File: src/xsv_pkg.sv
// Constants for the extended-state enable block and save-area layout.
// Assumes a single core clock; all users refer to names as xsv_pkg::name.
package xsv_pkg;
  // Control register four and identification word bit positions
  localparam int CR4_SAVE_EN_BIT = 18;
  localparam int ID_SUPPORT_BIT = 26;
  localparam int ID_ENABLE_BIT = 27;
  // Enable mask fields
  localparam int MASK_FP_BIT = 0;
  localparam int MASK_VEC_BIT = 1;
  localparam int MASK_WIDE_BIT = 2;
  localparam int MASK_RSVD_LO = 3;
  localparam logic [63:0] MASK_RESET = 64'h0000_0000_0000_0001;
  localparam logic [1:0] MASK_BAD_PAIR = 2'h2;
  // Save-area alignment and region offsets in bytes
  localparam int AREA_ALIGN_BITS = 6;
  localparam logic [9:0] OFF_LEGACY = 10'h000;
  localparam logic [9:0] OFF_VEC_CTRL = 10'h018;
  localparam logic [9:0] OFF_STACK_SLOT = 10'h020;
  localparam logic [9:0] OFF_VEC_SLOT = 10'h0a0;
  localparam logic [9:0] OFF_UNUSED = 10'h1a0;
  localparam logic [9:0] OFF_HEADER = 10'h200;
  localparam logic [9:0] OFF_EXTENDED = 10'h240;
  localparam logic [9:0] LEGACY_BYTES = 10'h200;
  localparam logic [9:0] HEADER_BYTES = 10'h040;
  localparam logic [9:0] BITMAP_BYTES = 10'h008;
  localparam logic [9:0] HDR_RSVD_BYTES = 10'h038;
  localparam int SLOT_SHIFT = 4;
  localparam logic [3:0] STACK_SLOTS = 4'h8;
  localparam logic [4:0] VEC_SLOTS = 5'h10;

  // Instruction classes presented to the block
  typedef enum logic [2:0] {
    XSV_OP_MASK_READ,
    XSV_OP_MASK_WRITE,
    XSV_OP_SAVE,
    XSV_OP_OPT_SAVE,
    XSV_OP_RESTORE,
    XSV_OP_WIDE_VEC,
    XSV_OP_PACKED_VEC,
    XSV_OP_ID_QUERY
  } xsv_op_e;

  // Save-area fields that can be located
  typedef enum logic [2:0] {
    XSV_LAY_FP_CTRL,
    XSV_LAY_VEC_CTRL,
    XSV_LAY_STACK_SLOT,
    XSV_LAY_VEC_SLOT,
    XSV_LAY_UNUSED,
    XSV_LAY_BITMAP,
    XSV_LAY_HDR_RSVD,
    XSV_LAY_EXTENDED
  } xsv_lay_e;
endpackage : xsv_pkg

File: src/xsv_lay_if.sv
// Carrier between the control block and the save-area layout unit.
// Assumes both ends share the core clock.
`timescale 1ns/1ns
interface xsv_lay_if;
  logic req;
  xsv_pkg::xsv_lay_e kind;
  logic [4:0] index;
  logic ack;
  logic error;
  logic [9:0] offset;
  logic [9:0] length;
  modport ctrl (output req, output kind, output index,
    input ack, input error, input offset, input length);
  modport lay (input req, input kind, input index,
    output ack, output error, output offset, output length);
endinterface : xsv_lay_if

File: src/xsv_area_layout.sv
// Save-area layout unit: maps a field kind and slot index to a byte
// offset and length. Assumes synchronous reset copy from the top.
`timescale 1ns/1ns
module xsv_area_layout (
  input wire logic i_sys_clk,
  input wire logic i_rst_n,
  xsv_lay_if.lay lay
);
  logic [9:0] base;
  logic [9:0] len;
  logic [9:0] slot_off;
  logic bad;

  // Slots are 16 bytes wide, so the index scales by a shift
  assign slot_off = 10'(lay.index) << xsv_pkg::SLOT_SHIFT;

  // Region decode
  always_comb begin
    base = xsv_pkg::OFF_LEGACY;
    len = 10'h018;
    bad = 1'b0;
    unique case (lay.kind)
      xsv_pkg::XSV_LAY_FP_CTRL: begin
        base = xsv_pkg::OFF_LEGACY;
        len = xsv_pkg::OFF_VEC_CTRL;
      end
      xsv_pkg::XSV_LAY_VEC_CTRL: begin
        base = xsv_pkg::OFF_VEC_CTRL;
        len = 10'h008;
      end
      xsv_pkg::XSV_LAY_STACK_SLOT: begin
        base = 10'(xsv_pkg::OFF_STACK_SLOT + slot_off);
        len = 10'h010;
        bad = ({1'b0, lay.index} >= {2'h0, xsv_pkg::STACK_SLOTS});
      end
      xsv_pkg::XSV_LAY_VEC_SLOT: begin
        base = 10'(xsv_pkg::OFF_VEC_SLOT + slot_off);
        len = 10'h010;
        bad = (lay.index >= xsv_pkg::VEC_SLOTS);
      end
      xsv_pkg::XSV_LAY_UNUSED: begin
        base = xsv_pkg::OFF_UNUSED;
        len = 10'(xsv_pkg::LEGACY_BYTES - xsv_pkg::OFF_UNUSED);
      end
      xsv_pkg::XSV_LAY_BITMAP: begin
        base = xsv_pkg::OFF_HEADER;
        len = xsv_pkg::BITMAP_BYTES;
      end
      xsv_pkg::XSV_LAY_HDR_RSVD: begin
        base = 10'(xsv_pkg::OFF_HEADER + xsv_pkg::BITMAP_BYTES);
        len = xsv_pkg::HDR_RSVD_BYTES;
      end
      xsv_pkg::XSV_LAY_EXTENDED: begin
        base = xsv_pkg::OFF_EXTENDED;
        len = 10'h000;
      end
    endcase
  end

  // Answer one cycle after the request
  always_ff @(posedge i_sys_clk or negedge i_rst_n) begin
    if (!i_rst_n) begin
      lay.ack <= 1'b0;
      lay.error <= 1'b0;
      lay.offset <= 10'h000;
      lay.length <= 10'h000;
    end else begin
      lay.ack <= lay.req;
      if (lay.req) begin
        lay.error <= bad;
        lay.offset <= bad ? 10'h000 : base;
        lay.length <= bad ? 10'h000 : len;
      end
    end
  end
endmodule : xsv_area_layout

File: src/xsv_enable_ctrl.sv
// Extended-state enable control: enable mask, fault checks, id mirror
// and save-area layout lookup.
// Assumes requests come from core logic on i_sys_clk, one per cycle.
// Function
// - Save-enable clear faults all five instructions
// - Mask write needs enable and privilege zero
// - Bit zero always one; clear write faults
// - Vector bit resets zero, always settable
// - Packed vector ops never fault here
// - Wide ops need enable plus bits 1,2
// - Wide bit resets zero, needs support
// - Operand bits 2:1 equal 10 fault
// - Reserved mask bits reset to zero
// - Id query bit 27 mirrors enable
// - Mask read returns 64-bit mask
// - Save area base aligned to 64
// - First 512 bytes form legacy region
// - Header 64 bytes at 512, bitmap first
// - Extended region starts at byte 576
// - Stack and vector byte ranges fixed
// - Legacy bytes 511:416 unused
// - 16-byte slots from 32 and 160
// - Enable settable only when supported
`timescale 1ns/1ns
module xsv_enable_ctrl #(
  parameter bit SAVE_SUPPORTED = 1'b1,
  parameter bit WIDE_SUPPORTED = 1'b1,
  parameter bit OPT_SUPPORTED = 1'b1
) (
  input wire logic i_sys_clk,
  input wire logic i_resetn,
  input wire logic i_cr4_wr,
  input wire logic [31:0] i_cr4_wdata,
  input wire logic i_instr_valid,
  input wire logic [2:0] i_instr_op,
  input wire logic [1:0] i_cpl,
  input wire logic [63:0] i_operand,
  input wire logic [63:0] i_area_addr,
  input wire logic i_lay_req,
  input wire logic [2:0] i_lay_kind,
  input wire logic [4:0] i_lay_index,
  output logic o_instr_done,
  output logic o_ud_fault,
  output logic o_gp_fault,
  output logic [63:0] o_rd_data,
  output logic [63:0] o_enable_mask,
  output logic o_state_save_enable,
  output logic [31:0] o_id_feature_word,
  output logic o_lay_ack,
  output logic o_lay_error,
  output logic [9:0] o_lay_offset,
  output logic [9:0] o_lay_length
);
  logic rst_meta;
  logic rst_n;
  logic save_en_reg;
  logic save_en_next;
  logic vec_bit_reg;
  logic wide_bit_reg;
  logic [63:0] mask_value;
  xsv_pkg::xsv_op_e op;
  logic is_save_family;
  logic is_area_op;
  logic wr_rsvd_set;
  logic wr_pair_bad;
  logic wr_wide_unsup;
  logic wr_fp_clear;
  logic area_misaligned;
  logic wide_ready;
  logic ud_next;
  logic gp_next;
  logic mask_wr_ok;
  logic [63:0] rd_next;
  logic [31:0] id_word;
  xsv_lay_if lay_bus ();

  // Reset release through two flops; assertion is immediate
  always_ff @(posedge i_sys_clk or negedge i_resetn) begin
    if (!i_resetn) begin
      rst_meta <= 1'b0;
      rst_n <= 1'b0;
    end else begin
      rst_meta <= 1'b1;
      rst_n <= rst_meta;
    end
  end

  // Request decode
  assign op = xsv_pkg::xsv_op_e'(i_instr_op);
  assign is_save_family = (op == xsv_pkg::XSV_OP_MASK_READ) ||
    (op == xsv_pkg::XSV_OP_MASK_WRITE) || is_area_op;
  assign is_area_op = (op == xsv_pkg::XSV_OP_SAVE) ||
    (op == xsv_pkg::XSV_OP_OPT_SAVE) || (op == xsv_pkg::XSV_OP_RESTORE);

  // Mask write operand checks on the proposed value, plus save-area base alignment on i_area_addr
  assign wr_fp_clear = !i_operand[xsv_pkg::MASK_FP_BIT];
  assign wr_pair_bad = (i_operand[2:1] == xsv_pkg::MASK_BAD_PAIR);
  assign wr_wide_unsup = i_operand[xsv_pkg::MASK_WIDE_BIT] &&
    !WIDE_SUPPORTED;
  assign wr_rsvd_set = |i_operand[63:xsv_pkg::MASK_RSVD_LO];
  assign area_misaligned =
    |i_area_addr[xsv_pkg::AREA_ALIGN_BITS-1:0];

  // Wide vector ops need the whole enable chain
  assign wide_ready = save_en_reg && vec_bit_reg && wide_bit_reg;

  // Mask as software sees it; bit zero is hard-wired
  assign mask_value = {61'h0, wide_bit_reg, vec_bit_reg,
    1'b1};

  // Fault selection; undefined opcode outranks protection faults
  always_comb begin
    ud_next = 1'b0;
    gp_next = 1'b0;
    unique case (op)
      xsv_pkg::XSV_OP_MASK_WRITE: begin
        if (!save_en_reg) begin
          ud_next = 1'b1;
        end else begin
          gp_next = (i_cpl != 2'h0) || wr_fp_clear || wr_pair_bad ||
            wr_wide_unsup || wr_rsvd_set;
        end
      end
      xsv_pkg::XSV_OP_OPT_SAVE: begin
        ud_next = !save_en_reg || !OPT_SUPPORTED;
        gp_next = !ud_next && area_misaligned;
      end
      xsv_pkg::XSV_OP_WIDE_VEC: begin
        ud_next = !wide_ready;
      end
      xsv_pkg::XSV_OP_PACKED_VEC: begin
        ud_next = 1'b0;
      end
      xsv_pkg::XSV_OP_ID_QUERY: begin
        ud_next = 1'b0;
      end
      xsv_pkg::XSV_OP_MASK_READ, xsv_pkg::XSV_OP_SAVE,
      xsv_pkg::XSV_OP_RESTORE: begin
        ud_next = is_save_family && !save_en_reg;
        gp_next = !ud_next && is_area_op && area_misaligned;
      end
    endcase
  end

  // A write lands only when no fault was raised
  assign mask_wr_ok = i_instr_valid && (op == xsv_pkg::XSV_OP_MASK_WRITE) &&
    !ud_next && !gp_next;

  // Enable bit follows control register four only if supported
  assign save_en_next = i_cr4_wr ?
    (i_cr4_wdata[xsv_pkg::CR4_SAVE_EN_BIT] && SAVE_SUPPORTED) :
    save_en_reg;

  // Identification word; only support and enable are reported
  assign id_word = ({31'h0, SAVE_SUPPORTED} << xsv_pkg::ID_SUPPORT_BIT) |
    ({31'h0, save_en_reg} << xsv_pkg::ID_ENABLE_BIT);

  // Read data: mask for mask read, id word for id query
  always_comb begin
    rd_next = 64'h0;
    if (op == xsv_pkg::XSV_OP_MASK_READ && save_en_reg) begin
      rd_next = mask_value;
    end else if (op == xsv_pkg::XSV_OP_ID_QUERY) begin
      rd_next = {32'h0, id_word};
    end
  end

  // Control state; mask bits clear from reset
  always_ff @(posedge i_sys_clk or negedge rst_n) begin
    if (!rst_n) begin
      save_en_reg <= 1'b0;
      vec_bit_reg <= 1'b0;
      wide_bit_reg <= 1'b0;
    end else begin
      save_en_reg <= save_en_next;
      if (mask_wr_ok) begin
        vec_bit_reg <= i_operand[xsv_pkg::MASK_VEC_BIT];
        wide_bit_reg <= i_operand[xsv_pkg::MASK_WIDE_BIT];
      end
    end
  end

  // Instruction answer, one cycle after the request
  always_ff @(posedge i_sys_clk or negedge rst_n) begin
    if (!rst_n) begin
      o_instr_done <= 1'b0;
      o_ud_fault <= 1'b0;
      o_gp_fault <= 1'b0;
      o_rd_data <= 64'h0;
    end else begin
      o_instr_done <= i_instr_valid;
      o_ud_fault <= i_instr_valid && ud_next;
      o_gp_fault <= i_instr_valid && gp_next;
      if (i_instr_valid) begin
        o_rd_data <= (ud_next || gp_next) ? 64'h0 : rd_next;
      end
    end
  end

  // Status mirrors, registered so that outputs come from flops
  always_ff @(posedge i_sys_clk or negedge rst_n) begin
    if (!rst_n) begin
      o_enable_mask <= xsv_pkg::MASK_RESET;
      o_state_save_enable <= 1'b0;
      o_id_feature_word <= 32'h0;
    end else begin
      o_enable_mask <= mask_value;
      o_state_save_enable <= save_en_reg;
      o_id_feature_word <= id_word;
    end
  end

  // Layout lookups go to the layout unit; its answer is re-registered
  assign lay_bus.req = i_lay_req;
  assign lay_bus.kind = xsv_pkg::xsv_lay_e'(i_lay_kind);
  assign lay_bus.index = i_lay_index;

  xsv_area_layout u_layout (
    .i_sys_clk(i_sys_clk),
    .i_rst_n(rst_n),
    .lay(lay_bus.lay)
  );

  // Extra stage costs a cycle but keeps outputs flop-driven at the top
  always_ff @(posedge i_sys_clk or negedge rst_n) begin
    if (!rst_n) begin
      o_lay_ack <= 1'b0;
      o_lay_error <= 1'b0;
      o_lay_offset <= 10'h000;
      o_lay_length <= 10'h000;
    end else begin
      o_lay_ack <= lay_bus.ack;
      if (lay_bus.ack) begin
        o_lay_error <= lay_bus.error;
        o_lay_offset <= lay_bus.offset;
        o_lay_length <= lay_bus.length;
      end
    end
  end
endmodule : xsv_enable_ctrl

File: config.mk
export PLATFORM = sky130hd
export DESIGN_NAME = xsv_enable_ctrl
export DESIGN_NICKNAME = d
export VERILOG_FILES = /design/src/xsv_pkg.sv /design/src/xsv_lay_if.sv /design/src/xsv_area_layout.sv /design/src/xsv_enable_ctrl.sv
export SDC_FILE = /design/constraint.sdc
export NUM_CORES = 1
export LEC_CHECK = 0
export ABC_AREA = 1
export BUFFER_PORTS_ARGS = -buffer_cell sky130_fd_sc_hd__buf_2
export CAP_MARGIN = 20
export CORE_AREA = 2 2 140 142
export CTS_BUF_LIST = sky130_fd_sc_hd__clkbuf_8
export DETAILED_ROUTE_END_ITERATION = 16
export DIE_AREA = 0 0 142 144
export GPL_TIMING_DRIVEN = 0
export PLACE_DENSITY = 0.44
export SYNTH_ARGS = -nofsm -noshare
export SYNTH_HDL_FRONTEND = slang
export SYNTH_HIERARCHICAL = 1
export SYNTH_SLANG_ARGS = --single-unit
export TNS_END_PERCENT = 10
File: constraint.sdc
create_clock -name i_sys_clk -period 2.1 [get_ports i_sys_clk]
set_input_delay 0.105 -clock i_sys_clk [delete_from_list [all_inputs] [get_ports i_sys_clk]]
set_output_delay 0.105 -clock i_sys_clk [all_outputs]
set_load 0.05 [all_outputs]
==> qor.yml, run 1 <==
outcome: "finished clean"
multiInputGateArea_um2: 1590
via_count: 2933
drv_slew: 0
slowest_delay_ns: 0.54
hp-class: "primary input to register"
seqCellArea_um2: 1300
cts_setup_buffers: 0
ir_worst_vdd_v: 0.000174
crit_slowest_cell: "dlygate4sd3_1"
p_leak_nw: 3.11
globalRouteTotalUtil_pct: 7.78
stdcell_count: 951
synth_area_um2: 3590
worstPathArrival_ns: 1.41
path_delay_family: "buffers and inverters"
path_cells: "dlygate4sd3_1, buf_2, inv_1, buf_2, nand2_1, o21ai_0"
start_util_pct: 18.8
root_buffer: "clkbuf_8"
synth.ff_latch_count: 52
drv_cap: 0
timing.hold.ws_ns: 0.00575
area_growth_pct: 46.0
totalWireLength_um: 8690
p_total_mw: 3.20
drive_above_1_share_pct: 47.5
cp.required_ns: 2.33
reg_top3: "o_lay_length: 10 flops, o_lay_offset: 10 flops, u_layout/lay.offset: 7 flops"
crit_type: "primary input to register"
max_freq_ghz: 0.847
cts.sinks: 52
syn_inst: 419
ios: 364
seq_area_frac_synth_pct: 36.2
rows: 51
slew_headroom_pct: 64.2
crit_buf_inv: 4
rsz0062_at_grt: "false"
hold_violations: 0
cts_tree: "yes"
clkTransAtPathRegs_ns: 0.09
syn_area_per_cell_um2: 8.57
drt_first_iter_violations: 34
power_density_nw_per_um2: 611
layout.nets: 892
final_antenna_net_count: 0
synth-warning-count: 6
min_period_ns: 1.18
core_um2: 19100
timing.setup.tns_ns: 0
place_inst: 940
grt_start_max_net_pins: 30
grt_pass1_wl_um: 12500
gp_congestion: 0.743
post_cts_resized: 0
drcViolationCount: 0
die_w_um: 142
worst_pin_slew_ns: 0.536
die_area_um2: 20400
antenna_found_initial: 0
post-route-period-util_pct: 56.2
cts_max_level: 2
vias_per_cell: 3.08
port_buffers: 123
antennaDiodeCount: 0
num-fill-cells: 2143
setup_viol: 0
end_kind: "register"
wl_per_cell_um: 9.13
clk_latency_ns: 0.32
finClkSkew_ns: 0.0105
hpwl_um: 7690
gr-total-overflow: 0
cts_buffers: 5
die_h_um: 144
critPathLaunchType: "primary input"
first_global_vias: 2637
clockBufferDepth: 2
dr.pass1.iters: 4
cp_max_fo: 10
synth.distinct_cells: 29
cpMostUsedCell: "buf_2"
==> what timing repair did <==
item | CTS | global route
hold endpoints to repair | 4 | 0
setup endpoints to repair | 0 | 0
hold buffers | 3 | 0
==> routing by layer <==
layer	global-route usage (%)	part of all wire, %
met5	0	0
met4	1.58	0.70
met3	1.89	8.5
met2	14.8	51
met1	8.79	40
==> worst paths after layout <==
| kind | from | to | slack, ns | cells after the start |
|---|---|---|---|---|
| hold reg to reg | rst_n$_DFF_PN0_ | o_lay_offset[8]$_DFFE_PN0P_ | 0.25 | 0 |
| max in group asynchronous | rst_n$_DFF_PN0_ | o_lay_length[3]$_DFFE_PN0P_ | 1.30 | 1 |
| setup / recovery | i_lay_req | u_layout/lay.length[5]$_DFFE_PN0P_ | 0.92 | 6 |
| min in group asynchronous | i_resetn | rst_n$_DFF_PN0_ | 0.10 | 2 |
| hold / removal | i_cr4_wr | save_en_reg$_DFFE_PN0P_ | 0.006 | 2 |
| setup reg to reg | u_layout/lay.ack$_DFF_PN0_ | o_lay_length[8]$_DFFE_PN0P_ | 0.96 | 2 |
==> cells in the final DEF, fill, tap and decap left out, drive strengths merged <==
master	netlist	final
a21oi	3	3
a22o	1	1
buf	164	288
clkbuf	0	5
clkinv	0	1
clkinvlp	0	1
conb	3	162
dfrtp	52	52
dlygate4sd3	0	3
ha	2	2
inv	18	19
mux2	21	21
nand2	70	70
nand3	7	7
nand4	4	4
nor2	54	54
nor3	1	1
nor3b	1	1
nor4	1	1
o211ai	1	1
o21ai	15	15
o31ai	1	1
==> Yosys cell counts <==
| master | n | area (µm²) |
|---|---|---|
| buf_4 | 161 | 1210 |
| nand2_1 | 65 | 244 |
| dfrtp_1 | 52 | 1300 |
| nor2_1 | 50 | 188 |
| mux2_2 | 21 | 236 |
| inv_1 | 11 | 41.3 |
| o21ai_0 | 8 | 40.0 |
| inv_2 | 6 | 22.5 |
| nand2_2 | 5 | 31.3 |
| nand3_1 | 5 | 25.0 |
| o21ai_1 | 5 | 25.0 |
| nand4_1 | 4 | 25.0 |
| buf_2 | 3 | 15.0 |
| conb_1 | 3 | 11.3 |
| ha_1 | 2 | 25.0 |
| nand3_2 | 2 | 20.0 |
| nor2_2 | 2 | 12.5 |
| nor2_4 | 2 | 22.5 |
| o21ai_2 | 2 | 17.5 |
| a21oi_1 | 1 | 5.00 |
| a21oi_2 | 1 | 8.76 |
| a21oi_4 | 1 | 16.3 |
| a22o_1 | 1 | 8.76 |
| inv_4 | 1 | 6.26 |
| nor3_1 | 1 | 5.00 |
| nor3b_1 | 1 | 7.51 |
| nor4_1 | 1 | 6.26 |
| o211ai_1 | 1 | 7.51 |
| o31ai_1 | 1 | 7.51 |
==> kinds of logic (layout without fill, tap and decap cells) <==
family	after synthesis	after routing	share of synthesized area [%]
buf+inv	182	317	36.0
simple gates	138	138	16.3
flops	52	52	36.2
compound gates	21	21	3.80
mux	21	21	6.59
other cells	3	162	0.314
fa+ha+maj	2	2	0.697
==> metrics by stage <==
step / utilization (%) / setup WS (ns) / cell area [µm²]
global route: 27.5 / 0.773 / 5240
CTS: 27.5 / 0.916 / 5240
finish: 27.5 / 0.920 / 5240
floorplan: - / 0.545 / 4190
detailed placement: 26.8 / 0.614 / 5120
global placement: 26.7 / -0.169 / 5100
==> area by class of cell <==
class                           count  area share (%)
Multi-Input combinational cell    344            30.4
Timing Repair Buffer              127            12.7
Tap cell                          238            5.68
Clock buffer                        5            1.31
Clock inverter                      3           0.382
Sequential cell                    52            24.9
Inverter                           18            1.34
Buffer                            164            23.3
==> report_power, final <==
part | internal (mW) | total, mW | switching (mW)
logic | 0.406 | 1.47 | 1.07
registers | 1.10 | 1.16 | 0.0580
clock network | 0.233 | 0.572 | 0.339
Note: power is estimated with default switching activity, not from simulation.
==> inputs of run 2 (changes only) <==
Clock period 2.1 ns to 1.2 ns, I/O delays scaled along.
==> run 2 against run 1 <==
Net effect:
- non-clock buffer count is 4 higher
- design area is 0.91% higher
- cell count is 0.42% higher
- critical path depth is 4 lower
- setup slack worse by 0.84 ns
- largest cell class unchanged
- highest routed layer unchanged
- critical path type is now register to register
- combinational power is 76% higher
- clock skew hardly changed
==> qor.yml, run 2 (same netlist as run 1, synthesis figures left out) <==
vias_per_cell: 3.07  # was 3.08
die_area_um2: 20400  # unchanged
gp_congestion: 0.725  # was 0.743
ios: 364  # unchanged
mostFrequentLayoutCells: "buf_4, conb_1, buf_2"  # was conb_1, buf_4, buf_2
cts_tree: "yes"  # unchanged
dr.pass1.iters: 4  # unchanged
antenna_found_initial: 0  # unchanged
totalWireLength_um: 8440  # was 8690 µm
p_leak_nw: 3.14  # was 3.11 nW
reg2reg_from: "u_layout/lay.ack$_DFF_PN0_"  # unchanged
first_global_vias: 2686  # was 2637
outcome: "finished clean"  # unchanged
via_count: 2936  # was 2933
hold_end: "wide_bit_reg$_DFFE_PN0P_"  # was save_en_reg$_DFFE_PN0P_
cts_buffers: 5  # unchanged
die_w_um: 142  # unchanged
detailedPlace.worstSlack_ns: -0.244  # was 0.614 ns
grt_pass1_wl_um: 12700  # was 12500 µm
clkTransAtPathRegs_ns: 0.10  # was 0.09 ns
finClkSkew_ns: 0.0107  # was 0.0105 ns
min_delay_path_depth: 3  # was 2
drv_slew: 0  # unchanged
layout.nets: 896  # was 892
min_from: "i_operand[2]"  # was i_cr4_wr
drive_above_1_share_pct: 47.6  # was 47.5%
antennaDiodeCount: 0  # unchanged
clkPwrFrac_pct: 18.4  # was 17.8%
die_h_um: 144  # unchanged
globalRouteTotalUtil_pct: 7.81  # was 7.78%
rsz0062_at_grt: "false"  # unchanged
hpwl_um: 7530  # was 7690 µm
min_period_ns: 1.12
drv_cap: 0  # unchanged
setup_viol: 0  # unchanged
area_growth_pct: 47.3  # was 46.0%
r2r-end: "o_lay_length[9]$_DFFE_PN0P_"  # was o_lay_length[8]$_DFFE_PN0P_
post-route-period-util_pct: 93.0
pwr-share-comb_pct: 45.6  # was 45.9%
clockBufferDepth: 2  # unchanged
core_um2: 19100  # unchanged
end_kind: "register"  # unchanged
power.net_switching_mw: 2.55  # was 1.46 mW
p_int_mw: 3.11  # was 1.74 mW
rows: 51  # unchanged
final_common_cell: "buf_4"  # was conb_1
drt_first_iter_violations: 48  # was 34
power_density_nw_per_um2: 1070  # was 611 nW/µm²
slew_headroom_pct: 57.2  # was 64.2%
gr-total-overflow: 0  # unchanged
hold_violations: 0  # unchanged
worstPathArrival_ns: 1.31  # was 1.41 ns
cp_max_fo: 10  # unchanged
rr_worst_depth: 2  # unchanged
drcViolationCount: 0  # unchanged
clk_latency_ns: 0.31  # was 0.32 ns
critPathLaunchType: "register"  # was primary input
fin_ws_ns: 0.0840  # was 0.920 ns
worst_pin_slew_ns: 0.642  # was 0.536 ns
reg_top3: "o_lay_length: 10 flops, o_lay_offset: 10 flops, u_layout/lay.offset: 7 flops"  # unchanged
timing.setup.tns_ns: 0  # unchanged
ir_worst_vdd_v: 0.000362  # was 0.000174 V
timing.hold.ws_ns: 0.0344  # was 0.00575 ns
wl_per_cell_um: 8.84  # was 9.13 µm
grt_start_max_net_pins: 28  # was 30
p_seq_share_pct: 36.0  # was 36.2%
final_antenna_net_count: 0  # unchanged
regToRegSetupSlack_ns: 0.08  # was 0.96 ns
crit_type: "register to register"  # was primary input to register
root_buffer: "clkbuf_8"  # unchanged
swShare_pct: 45.0  # was 45.6%
port_buffers: 123  # unchanged
cts.sinks: 52  # unchanged
max_freq_ghz: 0.896
cp.required_ns: 1.40  # was 2.33 ns
cts_max_level: 2  # unchanged
start_util_pct: 18.8  # unchanged
hp-class: "primary input to register"  # unchanged
-- run 2: cell count changes in the layout (fill, tap and decap cells not counted) --
cell           previous run  this run
buf_2                   126       123
clkbuf_4                  0         3
buf_4                   161       163
dlygate4sd3_1             3         5
clkbuf_8                  5         6
clkinv_4                  1         0
-- run 2: final cells by class --
| type | count | area (µm²) |
|---|---|---|
| plain buffers | 164 | 1230 |
| clock buffers | 6 | 82.6 |
| clock inverters | 2 | 11.3 |
| fillers | 2097 | 13800 |
| inverters | 18 | 70.1 |
| multi-input cells | 344 | 1590 |
| flip-flops and latches | 52 | 1300 |
| well taps | 238 | 298 |
| repair buffers | 131 | 701 |
-- run 2: timing repair --
item | 4_1_cts | 5_1_grt
hold buffers | 5 | 0
endpoints found under the setup margin | 0 | 5
hold endpoints to repair | 5 | 0
resized for setup | 0 | 3
buffers inserted | 0 | 2
-- run 2: worst max-delay path by stage --
stage	from	endpoint	slack, ns	depth (start not counted)
finish	u_layout/lay.ack$_DFF_PN0_	o_lay_length[9]$_DFFE_PN0P_	0.08	2
global route	i_lay_req	u_layout/lay.length[6]$_DFFE_PN0P_	0.004	6
CTS	u_layout/lay.ack$_DFF_PN0_	o_lay_length[9]$_DFFE_PN0P_	0.03	2
detailed placement	i_lay_kind[1]	u_layout/lay.offset[8]$_DFFE_PN0P_	-0.24	12
global placement	i_lay_kind[1]	u_layout/lay.offset[8]$_DFFE_PN0P_	-0.24	12
floorplan	i_lay_kind[1]	u_layout/lay.offset[8]$_DFFE_PN0P_	0.08	11
-- run 2: per-layer routing --
layer	up-vias	track usage (%)	wire, µm
met4	0	1.26	48
met1	1195	9.02	3350
met3	3	1.59	637
li1	1583	-	-
met5	-	0	0
met2	155	15.0	4400
-- run 2: worst max-delay path, stage by stage, from the launching register on --
cell and delay, ns:
dfrtp_1 0.40, clkbuf_4 0.24, mux2_2 0.35
-- run 2: through the flow --
stage          std cells  power (mW)  util, %  instance area (µm²)
2_1_floorplan        578        4.22        -                 4190
5_1_grt              955        5.97     27.7                 5290
3_3_place_gp         939        4.61     26.7                 5100
6_report             955        5.66     27.7                 5290
4_1_cts              953        5.72     27.6                 5270
3_5_place_dp         940        4.63     26.8                 5120
-- run 2: power groups by stage --
stage / clock [mW] / combinational, mW / sequential (mW)
after CTS: 1.11 / 2.56 / 2.05
after global placement: 0 / 2.52 / 2.09
after floorplan: 0 / 1.73 / 2.49
after global routing: 1.17 / 2.73 / 2.07
after detailed placement: 0 / 2.55 / 2.08
final: 1.04 / 2.58 / 2.04
==> inputs of run 3 (changes only) <==
Settings changed: ABC_AREA 1 to not set, CORE_AREA 2 2 140 142 to 2 2 142 144, DIE_AREA 0 0 142 144 to 0 0 144 146, PLACE_DENSITY 0.44 to 0.43.
==> run 3 against run 2 <==
Net effect:
- the run now ends with setup timing left
- combinational power shrank 3%
- area after synthesis is 2.9% lower
- utilization down 0.40 points
- count of clock-buffer cells in the layout unchanged
- setup slack got worse by 0.24 ns
==> qor.yml, run 3 <==
outcome: "finished, violations left"  # was finished clean
violations: "setup timing"
ys.flop_type: "dfrtp_1"  # unchanged
cp.required_ns: 1.40  # about the same
gp_congestion: 0.772  # was 0.725
ir_worst_vdd_v: 0.000337  # was 0.000362 V
yosys.area.top_type: "dfrtp_1"  # unchanged
mostFrequentLayoutCells: "buf_4, conb_1, buf_2"  # unchanged
cts_tree: "yes"  # unchanged
critPathLaunchType: "register"  # unchanged
wl_met1_um: 3550  # was 3350 µm
syn_area_per_cell_um2: 10.2  # was 8.57 µm²
met2_length_um: 5230  # was 4400 µm
slowest_delay_ns: 0.40  # about the same
crit_type: "register to register"  # unchanged
totalWireLength_um: 9550  # was 8440 µm
async_flop_share_pct: 100  # unchanged
cts_max_level: 2  # unchanged
final_common_cell: "buf_4"  # unchanged
p_leak_nw: 3.03  # was 3.14 nW
seq_area_frac_synth_pct: 37.3  # was 36.2%
path_delay_family: "simple AND/OR/NAND/NOR gates"  # was flip-flops
die_area_um2: 21000  # was 20400 µm²
hp-class: "primary input to register"  # unchanged
cp_max_fo: 2  # was 10
syn_inst: 342  # was 419
worstPathArrival_ns: 1.56  # was 1.31 ns
cts_buffers: 5  # unchanged
layout.nets: 821  # was 896
timing.setup.tns_ns: -0.737  # was 0 ns
synth.distinct_cells: 46  # was 29
crit_slowest_cell: "dfrtp_2"  # was dfrtp_1
first_global_vias: 2716  # was 2686
power_density_nw_per_um2: 1040  # was 1070 nW/µm²
clkPwrFrac_pct: 18.9  # was 18.4%
die_h_um: 146  # was 144 µm
yosysMostFrequentCell: "buf_4"  # unchanged
crit_buf_inv: 0  # was 1
antennaDiodeCount: 0  # unchanged
highest_layer: "met4"  # unchanged
synth_edf_count: 0  # unchanged
synth_area_um2: 3490  # was 3590 µm²
clockBufferDepth: 2  # unchanged
core_um2: 19300  # was 19100 µm²
swShare_pct: 44.1  # was 45.0%
pwr-share-comb_pct: 45.1  # was 45.6%
grt_pass1_wl_um: 14400  # was 12700 µm
setup_viol: 6  # was 0
ys_top_cells_by_area: "dfrtp_1, buf_4, mux2_2"  # was dfrtp_1, buf_4, nand2_1
power.net_switching_mw: 2.43  # was 2.55 mW
clk_latency_ns: 0.30  # was 0.31 ns
root_buffer: "clkbuf_8"  # unchanged
ios: 364  # unchanged
rows: 51  # unchanged
hold_violations: 0  # unchanged
reg_top3: "o_lay_length: 10 flops, o_lay_offset: 10 flops, u_layout/lay.offset: 7 flops"  # unchanged
dr_wl_met3_um: 689  # was 637 µm
max_freq_ghz: 0.735  # was 0.896 GHz
start_util_pct: 18.0  # was 18.8%
wl_per_cell_um: 10.5  # was 8.84 µm
globalRouteTotalUtil_pct: 8.86  # was 7.81%
fin_ws_ns: -0.161  # was 0.0840 ns
vias_per_cell: 3.10  # was 3.07
min_period_ns: 1.36  # was 1.12 ns
via_count: 2815  # was 2936
drt_first_iter_violations: 40  # was 48
finClkSkew_ns: 0.00535  # was 0.0107 ns
end_kind: "register"  # unchanged
synthTopCellsByCount: "buf_4, dfrtp_1, mux2_2"  # was buf_4, nand2_1, dfrtp_1
num-fill-cells: 2145  # was 2097
cts.sinks: 52  # unchanged
synth-warning-count: 6  # unchanged
gr-total-overflow: 0  # unchanged
rsz0062_at_grt: "true"  # was false
yosys.area.top_type_share_pct: 37.3  # was 36.2%
grt_start_max_net_pins: 37  # was 28
post-route-period-util_pct: 113  # was 93.0%
drcViolationCount: 0  # unchanged
antenna_found_initial: 0  # unchanged
area_growth_pct: 51.4  # was 47.3%
p_int_mw: 3.08  # was 3.11 mW
p_total_mw: 5.51  # was 5.66 mW
die_w_um: 144  # was 142 µm
drv_cap: 0  # unchanged
drive_above_1_share_pct: 53.6  # was 47.6%
drv_slew: 0  # unchanged
final_antenna_net_count: 0  # unchanged
finalInstanceArea_um2: 5280  # was 5290 µm²
p_seq_share_pct: 36.0  # about the same
port_buffers: 122  # was 123
dr.pass1.iters: 4  # unchanged
dpl_cell_area_um2: 5050  # was 5120 µm²
worst_pin_slew_ns: 0.684  # was 0.642 ns
path_cells: "nor3b_4, nand3_1, nor2_1, nand2_2, mux2_4"  # was clkbuf_4, mux2_2
synth.ff_latch_count: 52  # unchanged
clkTransAtPathRegs_ns: 0.09  # was 0.10 ns
slew_headroom_pct: 53.8  # was 57.2%
hpwl_um: 8310  # was 7530 µm
run 3: worst paths after layout:
kind / end / depth (start not counted) / slack, ns / from
min in group asynchronous: rst_n$_DFF_PN0_ / 2 / 0.07 / i_resetn
hold reg to reg: o_gp_fault$_DFF_PN0_ / 0 / 0.19 / rst_n$_DFF_PN0_
hold / removal: o_rd_data[27]$_DFFE_PN0P_ / 3 / 0.04 / i_instr_valid
setup reg to reg: wide_bit_reg$_DFFE_PN0P_ / 5 / -0.16 / save_en_reg$_DFFE_PN0P_
setup / recovery: wide_bit_reg$_DFFE_PN0P_ / 5 / -0.16 / save_en_reg$_DFFE_PN0P_
max in group asynchronous: o_lay_length[5]$_DFFE_PN0P_ / 1 / 0.50 / rst_n$_DFF_PN0_
run 3: power by group through the flow:
stage / logic (mW) / registers, mW / clock network, mW
finish: 2.49 / 1.98 / 1.04
floorplan: 1.69 / 2.38 / 0
global placement: 2.38 / 2.05 / 0
global route: 2.62 / 2.01 / 1.18
detailed placement: 2.42 / 2.03 / 0
CTS: 2.46 / 1.99 / 1.12
run 3: repair_timing:
action,4_1_cts,5_1_grt
endpoints found under the setup margin,26,21
resized for setup,7,8
endpoints found under the hold margin,7,0
cloned,0,0
buffers inserted,2,1
hold buffers,7,0
pin swaps,0,1
run 3: area by class of cell:
cell class,instances,area [µm²],share of cell area [%]
Clock buffer,6,82.6,1.56
Buffer,167,1250,23.6
Multi-Input combinational cell,277,1570,29.6
Clock inverter,2,10.0,0.190
Sequential cell,52,1300,24.7
Tap cell,265,332,6.28
Timing Repair Buffer,133,723,13.7
Inverter,5,18.8,0.355
run 3: stage by stage:
stage                     setup slack (ns)  util (%)  std cells  hold slack [ns]
final                               -0.161      27.3        907           0.0444
after global routing                -0.256      27.3        907           0.0481
after CTS                           -0.208      27.1        906           0.0354
after detailed placement            -0.638      26.1        889           -0.152
after global placement              -0.638      26.0        888           -0.152
after floorplan                     -0.183         -        501           -0.236
run 3: kinds of logic (layout without fill, tap and decap cells):
logic type | count (synthesis) | count (layout) | synth area share, %
AOI/OAI and AO/OA | 28 | 28 | 6.28
xor gates and xnor gates | 2 | 2 | 0.502
adders and majority gates | 2 | 2 | 0.717
buffers and inverters | 172 | 313 | 36.0
DFF | 52 | 52 | 37.3
muxes | 31 | 31 | 9.97
other | 3 | 162 | 0.323
and+or+nand+nor | 52 | 52 | 8.90
run 3: metal layers:
layer  vias up  track usage [%]
met4         0             1.76
met2       147             17.4
met1      1228             9.49
met3         5             2.01
met5         -                0
li1       1435                -
run 3: tightest hold or removal path, cell delays in order:
cell	delay, ns
buf_2	0.13
nand2_1	0.07
o2bb2ai_1	0.05
